## src/iox_pkg.sv

```systemverilog
// Purpose: Shared constants and types for the serial 16-bit I/O expander.
// Assumes: Register selectors are three bits wide; each port is eight pins.
// Notes:   Register offsets, the latch, inversion, direction and pointer reset values and the byte bit count live here.
`default_nettype none
package iox_pkg;
  localparam int          PORT_WIDTH       = 8;
  localparam logic [3:0]  TARGET_PREFIX    = 4'h4;
  localparam logic [3:0]  BITS_PER_BYTE    = 4'h8;
  localparam logic [2:0]  SEL_IN_PORT0     = 3'h0;
  localparam logic [2:0]  SEL_IN_PORT1     = 3'h1;
  localparam logic [2:0]  SEL_OUT_PORT0    = 3'h2;
  localparam logic [2:0]  SEL_OUT_PORT1    = 3'h3;
  localparam logic [2:0]  SEL_INV_PORT0    = 3'h4;
  localparam logic [2:0]  SEL_INV_PORT1    = 3'h5;
  localparam logic [2:0]  SEL_DIR_PORT0    = 3'h6;
  localparam logic [2:0]  SEL_DIR_PORT1    = 3'h7;
  localparam logic [1:0]  KIND_INPUT       = 2'h0;
  localparam logic [1:0]  KIND_LATCH       = 2'h1;
  localparam logic [1:0]  KIND_INVERT      = 2'h2;
  localparam logic [1:0]  KIND_DIR         = 2'h3;
  localparam logic [7:0]  LATCH_RESET      = 8'hff;
  localparam logic [7:0]  INVERT_RESET     = 8'h00;
  localparam logic [7:0]  DIR_RESET        = 8'hff;
  localparam logic [7:0]  POINTER_RESET    = 8'h00;

  typedef enum logic [3:0] {
    ST_IDLE,
    ST_ADDR,
    ST_ACK_ADDR,
    ST_CMD,
    ST_ACK_CMD,
    ST_WDATA,
    ST_ACK_WDATA,
    ST_RDATA,
    ST_HOST_ACK
  } iox_state_type;
endpackage : iox_pkg
`default_nettype wire

```

## src/iox_port_if.sv

```systemverilog
// Purpose: Carries register writes and register contents between the serial core and one port.
// Assumes: Write strobes are one core_clk cycle wide.
// Notes:   The ctl side writes, the port side holds the registers.
`timescale 1ns/1ps
`default_nettype none
interface iox_port_if #(parameter int W = 8);
  logic         wrLatch;
  logic         wrInvert;
  logic         wrDir;
  logic [W-1:0] wrData;
  logic [W-1:0] level;
  logic [W-1:0] latch;
  logic [W-1:0] invert;
  logic [W-1:0] dir;

  modport ctl  (output wrLatch, wrInvert, wrDir, wrData, input level, latch, invert, dir);
  modport port (input wrLatch, wrInvert, wrDir, wrData, output level, latch, invert, dir);
endinterface : iox_port_if
`default_nettype wire

```

## src/iox_gpio_port.sv

```systemverilog
// Purpose: One eight-pin port: output latch, inversion, direction and sensed level.
// Assumes: Pin inputs are asynchronous and pass two flip-flops before use.
// Notes:   Pin drive is a registered copy of the latch; enable is the registered inverse of direction.
`timescale 1ns/1ps
`default_nettype none
module iox_gpio_port
  import iox_pkg::*;
#(
  parameter int W = PORT_WIDTH
) (
  // Clock and reset.
  input  wire logic         core_clk,
  input  wire logic         nrst,
  // Register side.
  iox_port_if.port          regs,
  // Pins.
  input  wire logic [W-1:0] pinIn,
  output var  logic [W-1:0] pinOut,
  output var  logic [W-1:0] pinOe
);
  logic [W-1:0] pinMeta;
  logic [W-1:0] pinSync;

  always_ff @(posedge core_clk or negedge nrst) begin
    if (!nrst) begin
      pinMeta <= '0;
      pinSync <= '0;
    end else begin
      pinMeta <= pinIn;
      pinSync <= pinMeta;
    end
  end

  always_ff @(posedge core_clk or negedge nrst) begin
    if (!nrst) begin
      regs.latch  <= LATCH_RESET;
      regs.invert <= INVERT_RESET;
      regs.dir    <= DIR_RESET;
    end else begin
      if (regs.wrLatch) begin
        regs.latch <= regs.wrData;
      end
      if (regs.wrInvert) begin
        regs.invert <= regs.wrData;
      end
      if (regs.wrDir) begin
        regs.dir <= regs.wrData;
      end
    end
  end

  // Sensed level follows the pins whatever the direction, with inversion applied.
  always_ff @(posedge core_clk or negedge nrst) begin
    if (!nrst) begin
      regs.level <= '0;
    end else begin
      regs.level <= pinSync ^ regs.invert;
    end
  end

  always_ff @(posedge core_clk or negedge nrst) begin
    if (!nrst) begin
      pinOut <= LATCH_RESET;
      pinOe  <= '0;
    end else begin
      pinOut <= regs.latch;
      pinOe  <= ~regs.dir;
    end
  end
endmodule : iox_gpio_port
`default_nettype wire

```

## src/iox_expander.sv

```systemverilog
// Purpose: Serial-bus target with a command pointer and two eight-pin I/O ports.
// Assumes: SCL and SDA are open-drain bus lines sampled by core_clk at 200 MHz.
// Notes:   SDA is driven low only; its output enable is high while pulling low.
`timescale 1ns/1ps
`default_nettype none
module iox_expander
  import iox_pkg::*;
#(
  parameter int W = PORT_WIDTH
) (
  // Clock and reset.
  input  wire logic         core_clk,
  input  wire logic         nrst,
  // Serial bus.
  input  wire logic         sclIn,
  input  wire logic         sdaIn,
  output var  logic         sdaOut,
  output var  logic         sdaOe,
  // Address straps.
  input  wire logic         addrStrap0,
  input  wire logic         addrStrap1,
  input  wire logic         addrStrap2,
  // Port 0 pins.
  input  wire logic [W-1:0] port0PinsIn,
  output var  logic [W-1:0] port0PinsOut,
  output var  logic [W-1:0] port0PinsOe,
  // Port 1 pins.
  input  wire logic [W-1:0] port1PinsIn,
  output var  logic [W-1:0] port1PinsOut,
  output var  logic [W-1:0] port1PinsOe
);
  iox_port_if #(.W(W)) port0Bus ();
  iox_port_if #(.W(W)) port1Bus ();

  logic [1:0]    sclMeta;
  logic [1:0]    sdaMeta;
  logic [2:0]    strapMeta;
  logic [2:0]    strapSync;
  logic          sclSync;
  logic          sdaSync;
  logic          sclLast;
  logic          sdaLast;
  logic          sclRise;
  logic          sclFall;
  logic          startSeen;
  logic          stopSeen;
  iox_state_type state;
  logic [3:0]    bitCnt;
  logic [7:0]    rxShift;
  logic [7:0]    txShift;
  logic [7:0]    pointer;
  logic [2:0]    accessSel;
  logic [7:0]    readData;
  logic          addrMatch;
  logic          wrPulse;
  logic [2:0]    wrSel;
  logic [7:0]    wrByte;

  // Two-stage synchronisers for the bus lines and straps.
  always_ff @(posedge core_clk or negedge nrst) begin
    if (!nrst) begin
      sclMeta   <= 2'h3;
      sdaMeta   <= 2'h3;
      strapMeta <= 3'h0;
      strapSync <= 3'h0;
    end else begin
      sclMeta   <= {sclMeta[0], sclIn};
      sdaMeta   <= {sdaMeta[0], sdaIn};
      strapMeta <= {addrStrap2, addrStrap1, addrStrap0};
      strapSync <= strapMeta;
    end
  end

  assign sclSync = sclMeta[1];
  assign sdaSync = sdaMeta[1];

  always_ff @(posedge core_clk or negedge nrst) begin
    if (!nrst) begin
      sclLast <= 1'b1;
      sdaLast <= 1'b1;
    end else begin
      sclLast <= sclSync;
      sdaLast <= sdaSync;
    end
  end

  assign sclRise   = sclSync & ~sclLast;
  assign sclFall   = ~sclSync & sclLast;
  assign startSeen = sclSync & sclLast & sdaLast & ~sdaSync;
  assign stopSeen  = sclSync & sclLast & ~sdaLast & sdaSync;
  assign addrMatch = (rxShift[7:1] == {TARGET_PREFIX, strapSync});

  // Read multiplexer: kind from the upper select bits, port from bit zero.
  always_comb begin
    readData = 8'h00;
    case (accessSel[2:1])
      KIND_INPUT:  readData = accessSel[0] ? port1Bus.level  : port0Bus.level;
      KIND_LATCH:  readData = accessSel[0] ? port1Bus.latch  : port0Bus.latch;
      KIND_INVERT: readData = accessSel[0] ? port1Bus.invert : port0Bus.invert;
      KIND_DIR:    readData = accessSel[0] ? port1Bus.dir    : port0Bus.dir;
      default:     readData = 8'h00;
    endcase
  end

  // Serial state machine, bit counter and shift registers.
  always_ff @(posedge core_clk or negedge nrst) begin
    if (!nrst) begin
      state   <= ST_IDLE;
      bitCnt  <= 4'h0;
      rxShift <= 8'h00;
      txShift <= 8'h00;
      sdaOe   <= 1'b0;
    end else if (stopSeen) begin
      state <= ST_IDLE;
      sdaOe <= 1'b0;
    end else if (startSeen) begin
      state  <= ST_ADDR;
      bitCnt <= 4'h0;
      sdaOe  <= 1'b0;
    end else begin
      case (state)
        ST_ADDR, ST_CMD, ST_WDATA: begin
          if (sclRise && bitCnt != BITS_PER_BYTE) begin
            rxShift <= {rxShift[6:0], sdaSync};
            bitCnt  <= bitCnt + 4'h1;
          end else if (sclFall && bitCnt == BITS_PER_BYTE) begin
            bitCnt <= 4'h0;
            if (state == ST_ADDR) begin
              if (addrMatch) begin
                state <= ST_ACK_ADDR;
                sdaOe <= 1'b1;
              end else begin
                state <= ST_IDLE;
              end
            end else if (state == ST_CMD) begin
              state <= ST_ACK_CMD;
              sdaOe <= 1'b1;
            end else begin
              state <= ST_ACK_WDATA;
              sdaOe <= 1'b1;
            end
          end
        end
        ST_ACK_ADDR: begin
          if (sclFall) begin
            if (rxShift[0]) begin
              state   <= ST_RDATA;
              txShift <= readData;
              sdaOe   <= ~readData[7];
            end else begin
              state <= ST_CMD;
              sdaOe <= 1'b0;
            end
          end
        end
        ST_ACK_CMD, ST_ACK_WDATA: begin
          if (sclFall) begin
            state <= ST_WDATA;
            sdaOe <= 1'b0;
          end
        end
        ST_RDATA: begin
          if (sclFall) begin
            if (bitCnt == BITS_PER_BYTE - 4'h1) begin
              bitCnt <= 4'h0;
              state  <= ST_HOST_ACK;
              sdaOe  <= 1'b0;
            end else begin
              bitCnt  <= bitCnt + 4'h1;
              txShift <= {txShift[6:0], 1'b0};
              sdaOe   <= ~txShift[6];
            end
          end
        end
        ST_HOST_ACK: begin
          if (sclRise && sdaSync) begin
            state <= ST_IDLE;
          end else if (sclFall) begin
            state   <= ST_RDATA;
            txShift <= readData;
            sdaOe   <= ~readData[7];
          end
        end
        default: begin
          state <= ST_IDLE;
          sdaOe <= 1'b0;
        end
      endcase
    end
  end

  // The bus is open-drain: the pad only ever pulls low.
  always_ff @(posedge core_clk or negedge nrst) begin
    if (!nrst) begin
      sdaOut <= 1'b0;
    end else begin
      sdaOut <= 1'b0;
    end
  end

  // Command pointer and the register currently being accessed.
  always_ff @(posedge core_clk or negedge nrst) begin
    if (!nrst) begin
      pointer   <= POINTER_RESET;
      accessSel <= POINTER_RESET[2:0];
    end else if (startSeen) begin
      if (state != ST_IDLE) begin
        pointer[2:0] <= accessSel;
      end else begin
        accessSel <= pointer[2:0];
      end
    end else if (sclRise && state == ST_ACK_CMD) begin
      pointer   <= rxShift;
      accessSel <= rxShift[2:0];
    end else if (sclRise && state == ST_ACK_WDATA) begin
      accessSel <= {accessSel[2:1], ~accessSel[0]};
    end else if (sclRise && state == ST_HOST_ACK && !sdaSync) begin
      accessSel <= {accessSel[2:1], ~accessSel[0]};
    end
  end

  // Data bytes are committed on the rising edge of their acknowledge clock.
  always_ff @(posedge core_clk or negedge nrst) begin
    if (!nrst) begin
      wrPulse <= 1'b0;
      wrSel   <= 3'h0;
      wrByte  <= 8'h00;
    end else begin
      wrPulse <= sclRise && state == ST_ACK_WDATA && !startSeen && !stopSeen;
      if (sclRise && state == ST_ACK_WDATA) begin
        wrSel  <= accessSel;
        wrByte <= rxShift;
      end
    end
  end

  // Write strobes toward the ports; input registers take no writes.
  always_ff @(posedge core_clk or negedge nrst) begin
    if (!nrst) begin
      port0Bus.wrLatch  <= 1'b0;
      port0Bus.wrInvert <= 1'b0;
      port0Bus.wrDir    <= 1'b0;
      port1Bus.wrLatch  <= 1'b0;
      port1Bus.wrInvert <= 1'b0;
      port1Bus.wrDir    <= 1'b0;
      port0Bus.wrData   <= 8'h00;
      port1Bus.wrData   <= 8'h00;
    end else begin
      port0Bus.wrLatch  <= wrPulse && wrSel == SEL_OUT_PORT0;
      port1Bus.wrLatch  <= wrPulse && wrSel == SEL_OUT_PORT1;
      port0Bus.wrInvert <= wrPulse && wrSel == SEL_INV_PORT0;
      port1Bus.wrInvert <= wrPulse && wrSel == SEL_INV_PORT1;
      port0Bus.wrDir    <= wrPulse && wrSel == SEL_DIR_PORT0;
      port1Bus.wrDir    <= wrPulse && wrSel == SEL_DIR_PORT1;
      port0Bus.wrData   <= wrByte;
      port1Bus.wrData   <= wrByte;
    end
  end

  iox_gpio_port #(.W(W)) port0Inst (
    .core_clk (core_clk),
    .nrst     (nrst),
    .regs     (port0Bus),
    .pinIn    (port0PinsIn),
    .pinOut   (port0PinsOut),
    .pinOe    (port0PinsOe)
  );

  iox_gpio_port #(.W(W)) port1Inst (
    .core_clk (core_clk),
    .nrst     (nrst),
    .regs     (port1Bus),
    .pinIn    (port1PinsIn),
    .pinOut   (port1PinsOut),
    .pinOe    (port1PinsOe)
  );
endmodule : iox_expander
`default_nettype wire

```

## config.mk

```make
export PLATFORM = sky130hd
export DESIGN_NAME = iox_expander
export DESIGN_NICKNAME = d
export VERILOG_FILES = /design/src/iox_pkg.sv /design/src/iox_port_if.sv /design/src/iox_gpio_port.sv /design/src/iox_expander.sv
export SDC_FILE = /design/constraint.sdc
export NUM_CORES = 1
export LEC_CHECK = 0
export BUFFER_PORTS_ARGS = -buffer_cell sky130_fd_sc_hd__buf_2
export CAP_MARGIN = 0
export CELL_PAD_IN_SITES_DETAIL_PLACEMENT = 0
export CELL_PAD_IN_SITES_GLOBAL_PLACEMENT = 1
export CORE_ASPECT_RATIO = 0.7
export CORE_UTILIZATION = 49
export DETAILED_ROUTE_END_ITERATION = 16
export PLACE_DENSITY = 0.86
export REMOVE_ABC_BUFFERS = 1
export SKIP_LAST_GASP = 1
export SLEW_MARGIN = 0
export SYNTH_ARGS = -nofsm -noshare
export SYNTH_HDL_FRONTEND = slang
export SYNTH_SLANG_ARGS = --single-unit
```

## constraint.sdc

```tcl
create_clock -name core_clk -period 2.4 [get_ports core_clk]
set_input_delay 0.24 -clock core_clk [delete_from_list [all_inputs] [get_ports core_clk]]
set_output_delay 0.24 -clock core_clk [all_outputs]
set_load 0.01 [all_outputs]
```

==> summary.txt, run 1 <==
Status
  – Status: complete, no violations

Layout
  – Final Cell Area: 8870 um2
  – Net count reported at finish: 643
  – Synth-to-layout area growth: 17.7%
  – Layout cell share with drive strength beyond 1: 36.0%
  – FILL cells: 1147
  – Ant. Diodes: 0

Global routing
  – GRT overflow: 0
  – Vias in the first global route: 4553
  – Largest net degree at the start of global routing: 71
  – First-pass GRT wire length: 24400 um
  – Gr usage total: 20.8%
  – Initial antenna violation count: 0

Floorplan
  – Starting Density: 50.7%
  – CORE AREA: 14900 um2
  – Die Wd: 150 um
  – Num ports: 57
  – DIE HEIGHT: 106 um
  – FP Rows: 37
  – Die area: 15900 um2

Critical path
  – CP endpoint kind: flip-flop
  – Critical path data arrival time: 2.54 ns
  – CP startpoint kind: flip-flop
  – Worst reg-to-reg path cell count: 5
  – Max FO, Critical Path: 16
  – Crit path kind: flip-flop to flip-flop
  – Required @ worst endpoint: 2.75 ns

Placement
  – Port bufs: 55
  – DP Wirelength: 9870 um
  – Final Wtd Congestion: 0.802
  – Placed Area: 8060 um2

Drt
  – Post-Route WL: 14700 um
  – Total number of vias: 4449
  – DRT iter0 DRCs: 322
  – Via/cell ratio: 5.39
  – WL/cell: 17.8 um
  – Drt drc: 0
  – Remaining antenna violation count: 0
  – Pre-antenna DRT Iters: 6

Clock tree
  – CTS Buf Count: 17
  – Num Clock Sinks: 196
  – Worst-path clk slew: 0.07 ns
  – Clock buffer depth: 2
  – CTS tree: done
  – Setup Buffers After CTS: 0
  – Clk_lat worst skew: 0.44 ns
  – Clock Tree Root: clkbuf_16
  – CTS H-tree lvls: 4

Synthesis
  – Synth top area share: 47.2%
  – Cells after Synth: 535
  – Largest area contributor in the netlist: dfrtp_1
  – Synth warn: 0
  – #FFs+latches synth: 196
  – Post-synth EDFFs: 0
  – Post-synth top flop: dfrtp_1
  – Avg Inst Size Synth: 14.1 um2
  – Post-Syn Area: 7530 um2
  – Seq/Total Area, Yosys: 66.0%
  – Unique masters post-synth: 64
  – Top cells by area, synth: dfrtp_1 (47%), dfstp_2 (19%), mux2_2 (6.6%)
  – Async set-reset flop share out of synthesis: 100%

Timing
  – Fin crit share: 91.3%
  – Final worst path period need: 2.19 ns
  – Final setup violation count: 0
  – Slew Limit Headroom: 54.3%
  – Post-Route Setup TNS: 0 ns
  – RSZ-0062 raised after global routing: false
  – Fmax: 457 MHz
  – Final Hold Fails: 0
  – Slew Limit Fails: 0
  – Least-Margin Pin Slew: 0.686 ns
  – Setup Skew: 0.00612 ns

Min path
  – WHS Path Cells: 0
  – Worst Hold Class: flip-flop to flip-flop

Power
  – Max VDD drop: 0.449 mV
  – PwrDens: 925 nW/um2
  – Lkg Pwr: 3.92 nW

Flow run
  – Max_cap viols: 0
==> path summary, 6_finish.rpt <==
path	from	to	slack (ns)
setup / recovery	state[3]	accessSel[0]	0.21
hold / removal	port0Inst.pinMeta[5]	port0Inst.pinSync[5]	0.35
setup reg to reg	state[3]	accessSel[0]	0.21
hold reg to reg	port0Inst.pinMeta[5]	port0Inst.pinSync[5]	0.35
max in group asynchronous	nrst	port0Inst.regs.latch[4]	1.15
min in group asynchronous	nrst	port1Inst.regs.level[6]	0.38
==> metal layers <==
layer  global-route usage [%]  share of wire [%]  vias up
met5                        0                  0        -
met4                     6.35               0.94        0
met3                     6.10                4.2       11
met2                     30.1                 46      110
met1                     30.4                 49     2306
li1                         -                  -     2022
==> power by group <==
group	total, W	switching (W)	leakage (nW)	internal [W]
clock	0.00283	0.00135	0.282	0.00148
combinational	0.00137	0.000676	1.34	0.000697
sequential	0.00399	0.000374	2.31	0.00362
total	0.00820	0.00240	3.92	0.00580
==> what timing repair did <==
item,4_1_cts,5_1_grt
setup endpoints to repair,0,0
hold buffers,22,0
endpoints found under the hold margin,72,0
resized for setup,0,0
==> state kept, by name, indices dropped and copies added (netlist names), 7 cells and up <==
register / count
port0Inst.pinMeta: 8
port0Inst.pinOe: 8
port0Inst.pinOut: 8
port0Inst.pinSync: 8
port0Inst.regs.dir: 8
port0Inst.regs.invert: 8
port0Inst.regs.latch: 8
port0Inst.regs.level: 8
port1Bus.wrData: 8
port1Inst.pinMeta: 8
port1Inst.pinOe: 8
port1Inst.pinOut: 8
port1Inst.pinSync: 8
port1Inst.regs.dir: 8
port1Inst.regs.invert: 8
port1Inst.regs.latch: 8
port1Inst.regs.level: 8
rxShift: 8
wrByte: 8
txShift: 7
==> Yosys cell counts, drive strengths merged, types with 2 or more instances <==
master / n
nand3b: 4
nand2: 43
mux4: 14
buf: 14
a221o: 6
dfrtp: 142
and2b: 2
o21bai: 2
ha: 2
mux2: 51
o21ai: 40
clkbuf: 12
xor2: 18
and2: 3
a21o: 3
nor2: 14
a311oi: 2
inv: 23
nor3: 9
mux2i: 10
a221oi: 2
and3b: 3
nand3: 9
dfstp: 54
a21oi: 8
o211ai: 2
nand2b: 8
a211o: 2
or2: 4
xnor2: 3
and3: 2
nor3b: 2
a211oi: 2
==> logic make-up (layout without fill, tap and decap cells) <==
group,Yosys count,in the layout,share of synthesized area [%]
flops,196,196,66.0
simple gates,113,113,7.92
compound gates,78,78,6.86
mux,75,75,13.4
buf+inv,49,145,2.97
xor+xnor,21,21,2.44
fa+ha+maj,2,2,0.332
other cells,1,1,0.0498
==> cells in the final DEF (no fill, tap or decap), types with 9 or more instances in the layout <==
master / netlist / layout
o21ai_0: 39 / 39
nand2_1: 43 / 43
dlygate4sd3_1: 0 / 22
xor2_1: 18 / 18
buf_4: 2 / 10
inv_1: 23 / 23
buf_2: 8 / 54
mux2_2: 44 / 44
dfrtp_1: 142 / 142
nor2_1: 13 / 13
clkbuf_16: 0 / 17
mux2i_1: 10 / 10
mux4_2: 14 / 14
dfstp_2: 54 / 54
nand3_1: 9 / 9
==> critical path: stages (launching register included) <==
cell,delay [ns]
dfrtp_1,0.55
nand4bb_1,0.30
or3b_1,0.71
o311ai_0,0.21
a21oi_1,0.13
a221oi_2,0.19
==> area by class of cell <==
type	instances	area [um2]	share of cell area, %
Sequential cell	196	4970	56.1
Tap cell	195	244	2.75
Inverter	23	86.3	0.973
Timing Repair Buffer	90	639	7.21
Clock inverter	15	163	1.83
Clock buffer	17	425	4.80
Multi-Input combinational cell	290	2340	26.4
==> per-stage QoR <==
stage	util (%)	setup WS, ns	instances	hold slack, ns	power [W]
after floorplan	-	0.437	509	-0.0556	0.00483
after global placement	54.2	0.284	772	0.280	0.00533
after detailed placement	54.2	0.240	772	0.281	0.00539
after CTS	59.7	0.222	826	0.354	0.00825
after global routing	59.7	0.0476	826	0.365	0.00859
final	59.7	0.210	826	0.352	0.00820
Note: power is estimated with default switching activity, not from simulation.
==> inputs of run 2 (changes only) <==
CORE_UTILIZATION = 53   (was 49)
PLACE_DENSITY = 0.91   (was 0.86)
clock period = 2.8 ns   (was 2.4 ns; I/O delays follow)
==> run 2 against run 1 <==
  * Sequential cell count unchanged
  * Utilization up 3.9 points
  * First-iteration DRC count down 3.4%
  * Clock power down 13%
  * Worst setup slack better by 0.42 ns
  * Largest cell class unchanged
  * Largest power group unchanged
==> summary.txt, run 2 (synthesis gave the netlist of run 1 again) <==
Floorplan
  – Num ports: 57
  – FP Rows: 36
  – CORE AREA: 13900 um2
  – Die area: 14700 um2
  – Die Wd: 145 um
  – Starting Density: 54.3%
  – DIE HEIGHT: 102 um

Clock tree
  – CTS Buf Count: 17
  – Gates resized, CTS repair: 0
  – Worst-path clk slew: 0.07 ns
  – Clock buffer depth: 2
  – Clk_lat worst skew: 0.42 ns
  – CTS tree: done
  – Num Clock Sinks: 196
  – Clock Tree Root: clkbuf_16
  – CTS H-tree lvls: 4

Timing
  – Slew Limit Fails: 0
  – Fin crit share: 77.4%
  – Slew Limit Headroom: 49.6%
  – Post-Route Setup TNS: 0 ns
  – Setup Skew: 0.00729 ns
  – Least-Margin Pin Slew: 0.756 ns
  – Final Hold Fails: 0
  – Final setup violation count: 0
  – RSZ-0062 raised after global routing: false
  – Final worst path period need: 2.17 ns
  – Fmax: 461 MHz

Power
  – Lkg Pwr: 3.90 nW
  – Max VDD drop: 0.486 mV
  – PwrDens: 794 nW/um2

Critical path
  – Crit path buf inv count: 0
  – Critical path data arrival time: 2.50 ns
  – Slowest cell on crit path: or3b_1
  – Crit path max-delay family: simple AND/OR/NAND/NOR gates
  – Max FO, Critical Path: 15
  – Crit path kind: flip-flop to flip-flop
  – Worst stage delay on the critical path: 0.73 ns
  – CP startpoint kind: flip-flop
  – CP endpoint kind: flip-flop
  – Required @ worst endpoint: 3.13 ns
  – Critical path cell sequence: nand4bb_1 -> or3b_1 -> o311ai_0 -> a21oi_1 -> a221oi_2

Min path
  – Worst Hold Class: flip-flop to flip-flop

Drt
  – Met1 WL: 6960 um
  – Pre-antenna DRT Iters: 5
  – Uppermost layer routed: met4
  – WL/cell: 18.1 um
  – Metal3 WL: 888 um
  – DRT iter0 DRCs: 311
  – Remaining antenna violation count: 0
  – Post-Route WL: 14800 um
  – Metal2 WL: 6640 um
  – Drt drc: 0
  – Via/cell ratio: 5.45
  – Total number of vias: 4439

Layout
  – Most common cell after layout, fill and taps aside: dfrtp_1
  – Net count reported at finish: 637
  – Commonest cells after routing, fill and taps aside: dfrtp_1 (142), buf_2 (54), dfstp_2 (54)
  – FILL cells: 1039
  – Fin cells: 815
  – Synth-to-layout area growth: 17.1%
  – Layout cell share with drive strength beyond 1: 35.0%
  – Ant. Diodes: 0

Global routing
  – GRT overflow: 0
  – Vias in the first global route: 4482
  – Largest net degree at the start of global routing: 72
  – Gr usage total: 22.7%
  – First-pass GRT wire length: 24100 um
  – Initial antenna violation count: 0

Status
  – Status: complete, no violations

Placement
  – DP Wirelength: 9620 um
  – Final Wtd Congestion: 0.844
  – Cell count after placement: 761
  – Port bufs: 55

Flow run
  – Max_cap viols: 0
[run 2: cell count changes in the layout (fill, tap and decap cells not counted), sizes merged]
cell,delta
inv,-5
clkbuf,+5
bufinv,+1
buf,-6
clkinv,+1
clkinvlp,-2
[run 2: area by class of cell]
class	count	area, um2	area share, %
clock inverters	10	119	1.35
repair buffers	84	582	6.60
clock buffers	22	485	5.50
inverters	23	86.3	0.979
flip-flops and latches	196	4970	56.4
multi-input cells	290	2340	26.5
well taps	190	238	2.70
[run 2: final timing paths]
check | start | slack, ns | cells after the start | end
min | strapMeta[2] | 0.35 | 0 | strapSync[2]
max in group asynchronous | nrst | 1.53 | 3 | port1Inst.regs.latch[6]
max | state[2] | 0.63 | 5 | accessSel[0]
max reg2reg | state[2] | 0.63 | 5 | accessSel[0]
min reg2reg | strapMeta[2] | 0.35 | 0 | strapSync[2]
min in group asynchronous | nrst | 0.44 | 2 | port0Inst.pinSync[6]
[run 2: where the power goes]
group,switching [W],internal [W]
logic,0.000504,0.000562
registers,0.000387,0.00310
clock network,0.00103,0.00143
total,0.00192,0.00509
[run 2: stage by stage]
step	power, W	instance area (um2)	hold slack [ns]	setup WS (ns)	utilization, %
floorplan	0.00414	7400	-0.0156	0.837	-
global placement	0.00451	8000	0.307	0.727	57.6
detailed placement	0.00456	8000	0.317	0.679	57.6
CTS	0.00705	8820	0.350	0.674	63.6
global route	0.00733	8820	0.360	0.493	63.6
finish	0.00701	8820	0.348	0.633	63.6
[run 2: layer usage]
layer  track usage [%]  up-vias
li1                  -     2007
met2              33.0      163
met3              5.15       25
met5                 0        -
met1              33.7     2244
met4              8.50        0
[run 2: repair_timing]
item                       in CTS  in global routing
buffers inserted                0                  0
hold buffers                   22                  0
setup endpoints to repair       0                  0
hold endpoints to repair       66                  0
==> inputs of run 3 (changes only) <==
CORE_UTILIZATION = 45   (was 53)
PLACE_DENSITY = 0.83   (was 0.91)
clock period = 1.9 ns   (was 2.8 ns; I/O delays follow)
==> run 3 against run 2 <==
  * The run now ends with setup timing left
  * Highest routed layer unchanged
  * Combinational power rose by 93%
  * Register-to-register slack got worse by 0.64 ns
  * Total power up 55%
  * Non-clock buffer count is 30 higher
  * Count of clock-buffer cells in the layout fell by 3
  * Via count up 0.92%
  * Sequential share of layout area decreased by 2.3 points
  * Worst setup slack worse by 0.64 ns
  * Die area is 17% higher
  * Utilization decreased by 7.3 points
  * Critical path depth rose by 1
==> summary.txt, run 3 (synthesis gave the netlist of run 1 again) <==
Status
  – Status: complete, but fails checks
  – Failing checks: setup timing

Placement
  – Port bufs: 55
  – Final Wtd Congestion: 0.836
  – Placed Area: 8270 um2
  – DP Wirelength: 10500 um

Timing
  – Slew Limit Fails: 0
  – Final Hold Fails: 0
  – Least-Margin Pin Slew: 0.597 ns
  – Fin Hold WS: 0.332 ns
  – Final setup violation count: 1
  – Fin crit share: 100%
  – Setup ws final: -0.00363 ns
  – Setup Skew: 0.00700 ns
  – RSZ-0062 raised after global routing: true
  – Slew Limit Headroom: 60.2%
  – Final worst path period need: 1.90 ns
  – Fmax: 525 MHz

Power
  – Net load switching power: 0.00300 W
  – Sequential share of power: 45.7%
  – Sw frac: 27.6%
  – PwrDens: 1180 nW/um2
  – Combinational share of power: 19.0%
  – Clk pwr share: 35.3%
  – Pint: 0.00788 W
  – Lkg Pwr: 4.09 nW
  – Max VDD drop: 0.575 mV

Layout
  – Ant. Diodes: 0
  – Layout cell share with drive strength beyond 1: 39.5%
  – Net count reported at finish: 667
  – Fin util: 56.3%
  – Most common cell after layout, fill and taps aside: dfrtp_1
  – Synth-to-layout area growth: 22.1%
  – Commonest cells after routing, fill and taps aside: dfrtp_1 (142), buf_2 (54), dfstp_2 (54)
  – Final Cell Area: 9200 um2

Critical path
  – Reg-to-reg startpoint: state[1]
  – Worst reg-to-reg path cell count: 6
  – CP startpoint kind: flip-flop
  – Worst R2R End: state[0]
  – Crit path kind: flip-flop to flip-flop
  – Required @ worst endpoint: 2.22 ns
  – CP endpoint kind: flip-flop
  – Critical path data arrival time: 2.22 ns
  – Setup slack, reg-to-reg: -0.004 ns
  – Worst setup path startpoint: state[1]
  – Max FO, Critical Path: 4

Clock tree
  – Clk_lat worst skew: 0.43 ns
  – CTS tree: done
  – Clock Tree Root: clkbuf_16
  – CTS H-tree lvls: 4
  – Num Clock Sinks: 196
  – CTS Buf Count: 17
  – Clock buffer depth: 2
  – Worst-path clk slew: 0.07 ns

Drt
  – Drt drc: 0
  – WL/cell: 17.3 um
  – Pre-antenna DRT Iters: 4
  – Via/cell ratio: 5.09
  – Post-Route WL: 15200 um
  – Total number of vias: 4480
  – DRT iter0 DRCs: 231
  – Remaining antenna violation count: 0

Global routing
  – Grt peak-use layer: met1
  – Gr usage total: 19.8%
  – Met3 Usage GRT: 4.03%
  – Initial antenna violation count: 0
  – Largest net degree at the start of global routing: 65
  – Met1 Use GR: 29.5%
  – First-pass GRT wire length: 25000 um
  – GRT overflow: 0
  – Vias in the first global route: 4589
  – Met2 GRT Util: 28.9%

Min path
  – Worst Hold Class: primary input to asynchronous set/reset pin

Floorplan
  – Num ports: 57
  – Die area: 17300 um2
  – CORE AREA: 16300 um2
  – DIE HEIGHT: 110 um
  – FP Rows: 39
  – Die Wd: 157 um
  – Starting Density: 46.1%

Flow run
  – Max_cap viols: 0
run 3: layout make-up:
cell class / count / area (um2)
multi-input combinational: 290 / 2390
tap: 225 / 282
sequential: 196 / 4970
clock buffer: 19 / 443
clock inverter: 13 / 196
inverter: 23 / 86.3
timing repair buffer: 114 / 830
fill: 1307 / 7140
run 3: routing by layer:
metal	up-vias	wire length, um	part of all wire (%)
met3	17	484	3.2
met5	-	0	0
met2	94	6730	44
met1	2290	7810	51
met4	0	192	1.3
li1	2079	-	-
run 3: worst max-delay path by stage:
stage,slack (ns),depth (start not counted),endpoint
after global placement,0.06,6,state[2]
after CTS,0.02,6,bitCnt[0]
after detailed placement,0.02,7,bitCnt[2]
after global routing,-0.11,7,state[2]
after floorplan,-0.06,5,state[0]
final,-0.004,6,state[0]
run 3: repair_timing:
| item | 4_1_cts | 5_1_grt |
|---|---|---|
| setup endpoints to repair | 2 | 24 |
| gates resized for setup | 2 | 13 |
| buffers inserted | 0 | 3 |
| pin swaps | 0 | 5 |
| endpoints found under the hold margin | 63 | 0 |
| hold buffers | 22 | 0 |
run 3: critical path, cell delays in order (launching register included):
cell and delay, ns:
dfrtp_1 0.42, or4b_4 0.58, a211oi_4 0.20, a211oi_2 0.08, buf_4 0.15, nor2_4 0.07, mux2_4 0.30
run 3: power groups by stage:
stage                     sequential [W]  combinational, W  clock [W]
after floorplan                  0.00507           0.00103          0
after global placement           0.00500           0.00190          0
after detailed placement         0.00503           0.00196          0
after CTS                        0.00496           0.00201    0.00391
after global routing             0.00502           0.00227    0.00410
final                            0.00497           0.00207    0.00384
run 3: metrics by stage:
step	setup TNS (ns)	power, W	setup WS [ns]	std cells
after CTS	0	0.0109	0.0159	877
after detailed placement	0	0.00699	0.0158	823
after global routing	-0.362	0.0114	-0.114	880
after global placement	0	0.00690	0.0558	823
final	-0.00363	0.0109	-0.00363	880
after floorplan	-0.0635	0.00610	-0.0635	509
